## src/common/pts_map.svh

```systemverilog
`ifndef PTS_MAP_SVH
`define PTS_MAP_SVH

// Register byte addresses on the bus, one aligned word each.
`define PTS_ADR_TSEL_LO   4'h0
`define PTS_ADR_TSEL_HI   4'h4
`define PTS_ADR_STEER     4'h8
`define PTS_ADR_STATUS    4'hc

// Reset values.
`define PTS_RST_TSEL_LO   8'h00
`define PTS_RST_TSEL_HI   8'h00
`define PTS_RST_STEER     8'h01

// Field positions.
`define PTS_TSEL_HI_MASK  8'h03
`define PTS_STEER_MASK    8'h1f
`define PTS_STEER_SYNC    4
`define PTS_MODE_PWM      2'h3
`define PTS_BRIDGE_SINGLE 2'h0

// Last count of the four-clock instruction cycle.
`define PTS_INSTR_DIV     2'h3

`endif

```

## src/common/pts_pkg.sv

```systemverilog
package pts_pkg;

	typedef enum logic [1:0] {
		PTS_PICK_ONE   = 2'h0,
		PTS_PICK_TWO   = 2'h1,
		PTS_PICK_THREE = 2'h2,
		PTS_PICK_RSVD  = 2'h3
	} pts_pick_t;

endpackage

```

## src/pts_timer_mux.sv

```systemverilog
module pts_timer_mux
	import pts_pkg::*;
(
	input  wire logic       mclk,
	input  wire logic       sys_rst,
	input  wire logic [1:0] timerPick,
	input  wire logic [2:0] periodTick,
	output logic            periodStart
);

	pts_pick_t pick;
	logic      tickSel;

	assign pick = pts_pick_t'(timerPick);

	always_comb begin
		case (pick)
			PTS_PICK_ONE:   tickSel = periodTick[0];
			PTS_PICK_TWO:   tickSel = periodTick[1];
			PTS_PICK_THREE: tickSel = periodTick[2];
			// A reserved code gives the channel no time base at all.
			default:        tickSel = 1'b0;
		endcase
	end

	always_ff @(posedge mclk) begin
		if (sys_rst)
			periodStart <= 1'b0;
		else
			periodStart <= tickSel;
	end

endmodule

```

## src/pts_pin_steer.sv

```systemverilog
module pts_pin_steer
	import pts_pkg::*;
#(
	parameter int POL_BIT = 1
)
(
	input  wire logic       mclk,
	input  wire logic       sys_rst,
	input  wire logic       pinEnable,
	input  wire logic       pwmRaw,
	input  wire logic [1:0] outputPolarityMode,
	output logic            pinOut,
	output logic            pinOe
);

	logic invert;

	assign invert = outputPolarityMode[POL_BIT];

	// A released pin also drives low so the port logic never sees junk.
	always_ff @(posedge mclk) begin
		if (sys_rst) begin
			pinOut <= 1'b0;
			pinOe  <= 1'b0;
		end else begin
			pinOut <= pinEnable & (pwmRaw ^ invert);
			pinOe  <= pinEnable;
		end
	end

endmodule

```

## src/pts_steer_top.sv

```systemverilog
`include "pts_map.svh"

////////////////////////////////////////////////////////////////////////////////
// Contract
// - Channel 3 takes its time base from timer three, two or one for codes 10, 01, 00.
// - Channel 2 uses the same selection from bits 3 to 2 of the low select register.
// - Channel 5 uses the same selection from bits 1 to 0 of the high select register, code 11 reserved.
// - Unused bits of the high select and steering registers ignore writes and read zero.
// - With the sync bit set, new steering enables reach the pins at the next PWM period.
// - With the sync bit clear, new steering enables reach the pins at the next instruction cycle.
// - A set steering enable drives its pin with the PWM waveform, polarity from the low mode bits.
// - A clear steering enable hands its pin back to port control.
// - Channel 4 uses the same selection from bits 7 to 6 of the low select register.
// - Steering works only in PWM function mode 11 with single output mode 00.
////////////////////////////////////////////////////////////////////////////////

module pts_steer_top
	import pts_pkg::*;
(
	input  wire logic        mclk,
	input  wire logic        sys_rst,
	input  wire logic        wb_cyc_i,
	input  wire logic        wb_stb_i,
	input  wire logic        wb_we_i,
	input  wire logic [3:0]  wb_adr_i,
	input  wire logic [3:0]  wb_sel_i,
	input  wire logic [31:0] wb_dat_i,
	output logic      [31:0] wb_dat_o,
	output logic             wb_ack_o,
	input  wire logic [2:0]  periodTick,
	input  wire logic        pwmRaw,
	input  wire logic [1:0]  outputPolarityMode,
	input  wire logic [1:0]  channelFunctionMode,
	input  wire logic [1:0]  bridgeOutputMode,
	output logic      [4:0]  chanPeriodStart,
	output logic      [3:0]  pwmPinOut,
	output logic      [3:0]  pwmPinOe
);

	////////////////////////////////////////////////////////////////////////////
	// Bus decode.

	logic [7:0]  timerSelLow_r;
	logic [7:0]  timerSelHigh_r;
	logic [7:0]  steerCtrl_r;
	logic [3:0]  steerApplied_r;
	logic [1:0]  instrCnt_r;
	logic        instrTick_r;
	logic [31:0] rdData_nxt;
	logic        busReq;
	logic        wrLane0;
	logic        hitLow;
	logic        hitHigh;
	logic        hitSteer;
	logic        hitStatus;
	logic        steerMode;
	logic        steerSync;
	logic        applyNow;
	logic [3:0]  steerPending;
	logic [3:0]  pinEnable;
	logic [1:0]  chanPick [5];

	assign busReq    = wb_cyc_i & wb_stb_i & ~wb_ack_o;
	assign wrLane0   = busReq & wb_we_i & wb_sel_i[0];
	assign hitLow    = wb_adr_i == `PTS_ADR_TSEL_LO;
	assign hitHigh   = wb_adr_i == `PTS_ADR_TSEL_HI;
	assign hitSteer  = wb_adr_i == `PTS_ADR_STEER;
	assign hitStatus = wb_adr_i == `PTS_ADR_STATUS;

	// Unmapped addresses are still acknowledged and read as zero.
	assign rdData_nxt =
		hitLow    ? {24'h000000, timerSelLow_r} :
		hitHigh   ? {24'h000000, timerSelHigh_r} :
		hitSteer  ? {24'h000000, steerCtrl_r} :
		hitStatus ? {27'h0000000, steerMode, steerApplied_r} :
		32'h00000000;

	always_ff @(posedge mclk) begin
		if (sys_rst) begin
			wb_ack_o <= 1'b0;
			wb_dat_o <= 32'h00000000;
		end else begin
			wb_ack_o <= busReq;
			wb_dat_o <= busReq ? rdData_nxt : 32'h00000000;
		end
	end

	////////////////////////////////////////////////////////////////////////////
	// Registers.

	always_ff @(posedge mclk) begin
		if (sys_rst) begin
			timerSelLow_r  <= `PTS_RST_TSEL_LO;
			timerSelHigh_r <= `PTS_RST_TSEL_HI;
			steerCtrl_r    <= `PTS_RST_STEER;
		end else if (wrLane0) begin
			if (hitLow)
				timerSelLow_r <= wb_dat_i[7:0];
			if (hitHigh)
				timerSelHigh_r <= wb_dat_i[7:0] & `PTS_TSEL_HI_MASK;
			if (hitSteer)
				steerCtrl_r <= wb_dat_i[7:0] & `PTS_STEER_MASK;
		end
	end

	////////////////////////////////////////////////////////////////////////////
	// Time base selection per channel.

	assign chanPick[0] = timerSelLow_r[1:0];
	assign chanPick[1] = timerSelLow_r[3:2];
	assign chanPick[2] = timerSelLow_r[5:4];
	assign chanPick[3] = timerSelLow_r[7:6];
	assign chanPick[4] = timerSelHigh_r[1:0];

	for (genvar c = 0; c < 5; c++) begin : g_chan
		pts_timer_mux u_mux (
			.mclk        (mclk),
			.sys_rst     (sys_rst),
			.timerPick   (chanPick[c]),
			.periodTick  (periodTick),
			.periodStart (chanPeriodStart[c])
		);
	end

	////////////////////////////////////////////////////////////////////////////
	// Steering update timing.

	// The instruction cycle is four system clocks; the tick marks its start.
	always_ff @(posedge mclk) begin
		if (sys_rst) begin
			instrCnt_r  <= 2'h0;
			instrTick_r <= 1'b0;
		end else begin
			instrCnt_r  <= instrCnt_r + 2'h1;
			instrTick_r <= instrCnt_r == `PTS_INSTR_DIV;
		end
	end

	assign steerSync    = steerCtrl_r[`PTS_STEER_SYNC];
	assign steerPending = steerCtrl_r[3:0];
	// The steered channel runs on channel 1's time base.
	assign applyNow     = steerSync ? chanPeriodStart[0] : instrTick_r;

	always_ff @(posedge mclk) begin
		if (sys_rst)
			steerApplied_r <= 4'(`PTS_RST_STEER);
		else if (applyNow)
			steerApplied_r <= steerPending;
	end

	////////////////////////////////////////////////////////////////////////////
	// Pin drivers.

	assign steerMode = channelFunctionMode == `PTS_MODE_PWM &&
		bridgeOutputMode == `PTS_BRIDGE_SINGLE;
	// Pins A and C follow mode bit 1, pins B and D follow mode bit 0.
	assign pinEnable = steerApplied_r & {4{steerMode}};

	for (genvar p = 0; p < 4; p++) begin : g_pin
		pts_pin_steer #(
			.POL_BIT (1 - (p % 2))
		) u_pin (
			.mclk               (mclk),
			.sys_rst            (sys_rst),
			.pinEnable          (pinEnable[p]),
			.pwmRaw             (pwmRaw),
			.outputPolarityMode (outputPolarityMode),
			.pinOut             (pwmPinOut[p]),
			.pinOe              (pwmPinOe[p])
		);
	end

	////////////////////////////////////////////////////////////////////////////
	// Checks.

	a_pick_chan3: assert property (@(posedge mclk) disable iff (sys_rst)
		periodTick[2] && timerSelLow_r[5:4] == 2'h2 |=> chanPeriodStart[2])
		else $error("Channel 3 missed timer three period.");

	a_pick_chan2: assert property (@(posedge mclk) disable iff (sys_rst)
		periodTick[1] && timerSelLow_r[3:2] == 2'h1 |=> chanPeriodStart[1])
		else $error("Channel 2 missed timer two period.");

	a_pick_chan5: assert property (@(posedge mclk) disable iff (sys_rst)
		timerSelHigh_r[1:0] == 2'h0 |=>
		chanPeriodStart[4] == $past(periodTick[0]))
		else $error("Channel 5 does not follow timer one.");

	a_hi_unused_zero: assert property (@(posedge mclk) disable iff (sys_rst)
		busReq && (hitHigh || hitSteer) |=> wb_ack_o &&
		(hitHigh ? wb_dat_o[31:2] == 30'h0 : wb_dat_o[31:5] == 27'h0))
		else $error("Unused register bits read nonzero.");

	a_sync_hold: assert property (@(posedge mclk) disable iff (sys_rst)
		steerSync && !chanPeriodStart[0] |=> $stable(steerApplied_r))
		else $error("Steering changed outside a period start.");

	a_async_apply: assert property (@(posedge mclk) disable iff (sys_rst)
		!steerSync && instrTick_r |=>
		steerApplied_r == $past(steerPending))
		else $error("Steering not applied at instruction boundary.");

	a_pin_drive: assert property (@(posedge mclk) disable iff (sys_rst)
		steerApplied_r[1] && steerMode |=> pwmPinOe[1] &&
		pwmPinOut[1] == ($past(pwmRaw) ^ $past(outputPolarityMode[0])))
		else $error("Pin B not driven with polarity.");

	a_pin_release: assert property (@(posedge mclk) disable iff (sys_rst)
		!steerApplied_r[3] |=> !pwmPinOe[3] && !pwmPinOut[3])
		else $error("Disabled pin D still driven.");

	a_pick_chan4: assert property (@(posedge mclk) disable iff (sys_rst)
		timerSelLow_r[7:6] == 2'h3 |=> !chanPeriodStart[3])
		else $error("Channel 4 ticked on a reserved code.");

	a_mode_gate: assert property (@(posedge mclk) disable iff (sys_rst)
		!steerMode |=> pwmPinOe == 4'h0)
		else $error("Pins steered outside single PWM mode.");

	a_pick_chan1: assert property (@(posedge mclk) disable iff (sys_rst)
		periodTick[2] && timerSelLow_r[1:0] == 2'h2 |=> chanPeriodStart[0])
		else $error("Channel 1 missed timer three period.");

	a_reset_state: assert property (@(posedge mclk)
		sys_rst |=> timerSelLow_r == 8'h00 && timerSelHigh_r == 8'h00 &&
		steerCtrl_r == 8'h01 && steerApplied_r == 4'h1)
		else $error("Reset state wrong.");

	a_res_chan5: assert property (@(posedge mclk) disable iff (sys_rst)
		timerSelHigh_r[1:0] == 2'h3 |=> !chanPeriodStart[4])
		else $error("Channel 5 ticked on a reserved code.");

	a_hi_wr_mask: assert property (@(posedge mclk) disable iff (sys_rst)
		wrLane0 && hitHigh |=> timerSelHigh_r[7:2] == 6'h00)
		else $error("Unused high select bits took a write.");

	a_steer_mask: assert property (@(posedge mclk) disable iff (sys_rst)
		wrLane0 && hitSteer |=> steerCtrl_r[7:5] == 3'h0)
		else $error("Unused steering bits took a write.");

	a_instr_tick: assert property (@(posedge mclk) disable iff (sys_rst)
		instrTick_r |=> !instrTick_r ##1 !instrTick_r ##1 !instrTick_r
		##1 instrTick_r)
		else $error("Instruction boundary not every four clocks.");

	a_drive_a: assert property (@(posedge mclk) disable iff (sys_rst)
		steerApplied_r[0] && steerMode |=> pwmPinOe[0] &&
		pwmPinOut[0] == ($past(pwmRaw) ^ $past(outputPolarityMode[1])))
		else $error("Pin A not driven with polarity.");

	a_release_a: assert property (@(posedge mclk) disable iff (sys_rst)
		!steerApplied_r[0] |=> !pwmPinOe[0] && !pwmPinOut[0])
		else $error("Disabled pin A still driven.");

	a_chan4_one: assert property (@(posedge mclk) disable iff (sys_rst)
		periodTick[0] && timerSelLow_r[7:6] == 2'h0 |=> chanPeriodStart[3])
		else $error("Channel 4 missed timer one period.");

	a_res_chan1: assert property (@(posedge mclk) disable iff (sys_rst)
		timerSelLow_r[1:0] == 2'h3 |=> !chanPeriodStart[0])
		else $error("Channel 1 ticked on a reserved code.");

endmodule

```

## config.mk

```make
export PLATFORM = sky130hd
export DESIGN_NAME = pts_steer_top
export DESIGN_NICKNAME = d
export VERILOG_FILES = /design/src/common/pts_pkg.sv /design/src/pts_timer_mux.sv /design/src/pts_pin_steer.sv /design/src/pts_steer_top.sv
export VERILOG_INCLUDE_DIRS = /design/src /design/src/common
export SDC_FILE = /design/constraint.sdc
export NUM_CORES = 1
export LEC_CHECK = 0
export ABC_AREA = 0
export ABC_CLOCK_PERIOD_IN_PS = 4200
export BUFFER_PORTS_ARGS = -buffer_cell sky130_fd_sc_hd__buf_2
export CORE_AREA = 3 3 53 91
export CTS_CLUSTER_DIAMETER = 200
export DETAILED_ROUTE_END_ITERATION = 8
export DIE_AREA = 0 0 56 94
export PLACE_DENSITY = 0.86
export SYNTH_ARGS = -nofsm -noshare
export SYNTH_HDL_FRONTEND = slang
export SYNTH_HIERARCHICAL = 1
export SYNTH_SLANG_ARGS = --single-unit
export TNS_END_PERCENT = 50
```

## constraint.sdc

```tcl
create_clock -name mclk -period 4.2 [get_ports mclk]
set_input_delay 0.84 -clock mclk [delete_from_list [all_inputs] [get_ports mclk]]
set_output_delay 0.84 -clock mclk [all_outputs]
set_load 0.01 [all_outputs]
```

==> flow_summary.yaml <==
clocking:
  cts_buffer_depth: 2
  post_cts_buffers: 0
  cts_hold_buf: 0
  cts.sinks: 44
  path_clk_slew_ps: 80
  clock_latency_ps: 300
  numCtsBuffers: 5
  cts_tree: "yes"
  cts_max_level: 2
  postCtsResizedCells: 0
  cts_root_buffer: "clkbuf_8"
pwr:
  power.share.clock_pct: 33.8
  power.leakage_nw: 1.06
  ir_drop_mv: 0.225
  pwr-share-seq_pct: 56.7
  pwr-share-comb_pct: 9.4
  netSwitchingFraction_pct: 24.5
  power_density_nw_per_um2: 327
  p_sw_uw: 184
  p_int_uw: 566
global_route:
  grt-ovfl-total: 0
  grt_pass1_wl_um: 6020
  grt_max_degree: 39
  antenna_found_initial: 0
  track_usage_pct: 14.8
  grt_pass1_vias: 1348
timing:
  fmax_mhz: 527
  slew_viol_final: 0
  tightestPinTransition_ps: 595
  slew_headroom_pct: 60.3
  hold_viol: 0
  rsz0062_at_grt: "no"
  min_period_ps: 1900
  setup_tns_ps: 0
  finalClockSkew_ps: 6.58
  finalCritPeriodShare_pct: 45.2
  setup_viol: 0
synth:
  synth_largest_area_cell: "dfxtp_1"
  yosysUniqueCellTypes: 34
  synth_top_cells_by_area: "dfxtp_1 (44%), mux2i_1 (11%), buf_4 (9.3%), nand2b_1 (6.8%), a211oi_1 (3.7%)"
  syn-cell-area_um2: 2010
  postSynthAreaPerCell_um2: 10.1
  synth.yosys.seq_area_share_pct: 43.7
  ys_ff_latch: 44
  synth_warnings: 6
  synth_top_area_share_pct: 43.7
  syn_inst: 200
place:
  io_buffers: 49
  placed_area_um2: 2200
  hpwl_um: 2970
  place.gp.congestion: 0.843
finish:
  nets: 306
  drive_above_1_share_pct: 25.9
  antenna_cells: 0
  final_area_um2: 2290
  fillers: 389
  multi_input_area_um2: 1010
  area.growth.synth_to_final_pct: 13.7
  seq_area_um2: 881
floorplan:
  die-area_um2: 5260
  core_um2: 4190
  io_pins: 101
  start_util_pct: 48.1
  die_w_um: 56
  fp-row-count: 31
  die_h_um: 94
setup_path:
  cp-end-kind: "register"
  crit_arrival_ps: 2120
  crit_type: "input pin to register"
  worstRegToRegCells: 3
  cp.required_ps: 4420
  startpoint_type: "input pin"
  critPathMaxFanout: 9
route:
  vias: 1530
  antenna_left: 0
  drt_iter0_markers: 33
  wl_um: 3770
  drcViolationCount: 0
  wl_per_cell_um: 12.6
  drtPass1Iterations: 4
  vias_per_cell: 5.10
worst_hold_path:
  holdPathStages: 1
  hp-class: "register to register"
run:
  cap_viol_max_count: 0
status:
  outcome: "finished, final reports clean"
[cells in the final DEF (no fill, tap or decap), types with 2 or more instances in the layout]
cell / n
buf_2: 49
dfxtp_1: 44
conb_1: 24
nand2b_1: 22
mux2i_1: 22
nor2_1: 10
a211oi_1: 10
and2_1: 9
nor2b_1: 8
clkbuf_8: 5
a21oi_1: 4
nor2b_2: 4
xor2_1: 4
nand2_1: 3
nand4_1: 3
o31ai_1: 3
and3_1: 3
a2bb2oi_1: 3
nor3_1: 2
nand3_1: 2
a221oi_1: 2
clkinv_2: 2
[cell type report]
class	instances	area share [%]
clock buffer	5	3.00
clock inverter	3	0.819
inverter	1	0.164
multi-input combinational	149	44.2
sequential	44	38.4
tap	49	2.68
timing repair buffer	49	10.7
[cells in the mapped netlist (all sizes together)]
| cell | number |
|---|---|
| conb | 1 |
| nand3 | 2 |
| a221oi | 2 |
| a21oi | 4 |
| or3b | 1 |
| nand2b | 22 |
| or4 | 2 |
| nor2 | 10 |
| and2 | 9 |
| buf | 26 |
| xor2 | 4 |
| a211o | 1 |
| o31ai | 3 |
| and4 | 1 |
| dfxtp | 44 |
| nor4 | 2 |
| nand3b | 1 |
| a211oi | 10 |
| and3b | 1 |
| nand4 | 3 |
| nand2 | 3 |
| inv | 1 |
| mux2i | 22 |
| a2bb2oi | 3 |
| and3 | 3 |
| clkbuf | 3 |
| nor2b | 12 |
| nor4bb | 1 |
| ha | 1 |
| nor3 | 2 |
[worst paths after layout]
path,slack (ps),to,startpoint
min reg2reg,420,instrCnt_r[0],instrCnt_r[0]
min,420,instrCnt_r[0],instrCnt_r[0]
max,2300,steerCtrl_r[4],wb_adr_i[3]
max reg2reg,2740,steerCtrl_r[4],wb_ack_o
[state kept, by name (all words and copies together) (netlist names), 4 cells and up]
signal	flops
steerApplied_r	4
timerSelLow_r	8
g_pin.u_pin/pinOut	4
g_pin.u_pin/pinOe	4
steerCtrl_r	5
g_chan.u_mux/periodStart	5
wb_dat_o	8
[critical path: stages]
cell and delay [ps]:
buf_2 200, or3b_4 440, or4_4 450, mux2i_1 190
[cell families (layout without fill, tap and decap cells)]
logic type | count (synthesis) | after routing | share of synthesized area, %
AOI/OAI and AO/OA | 23 | 23 | 8.45
other | 1 | 24 | 0.186
muxes | 22 | 22 | 10.9
DFF | 44 | 44 | 43.7
adders and majority gates | 1 | 1 | 0.621
and+or+nand+nor | 75 | 75 | 24.0
xor gates and xnor gates | 4 | 4 | 1.74
buffers and inverters | 30 | 58 | 10.3
[per-stage QoR]
| stage | worst slack (ps) | power (mW) | hold slack (ps) | instances | utilization (%) |
|---|---|---|---|---|---|
| after floorplan | 2130 | 0.494 | 399 | 223 | - |
| after global placement | 2020 | 0.504 | 406 | 292 | 52.6 |
| after detailed placement | 2000 | 0.506 | 415 | 292 | 52.6 |
| after CTS | 2300 | 0.759 | 426 | 300 | 54.7 |
| after global routing | 2210 | 0.781 | 446 | 300 | 54.7 |
| final | 2300 | 0.750 | 421 | 300 | 54.7 |
[metal layers]
metal  GRT usage (%)  part of all wire (%)
met1            13.9                    34
met2            27.1                    53
met3            4.13                   8.5
met4            10.1                   4.2
met5               0                     0
[power groups by stage]
stage	clock (mW)	sequential [mW]	combinational, mW
5_1_grt	0.276	0.426	0.0786
4_1_cts	0.262	0.425	0.0711
2_1_floorplan	0	0.437	0.0579
6_report	0.254	0.425	0.0709
3_5_place_dp	0	0.435	0.0708
3_3_place_gp	0	0.435	0.0691
Power figures use the tool's default switching activity.
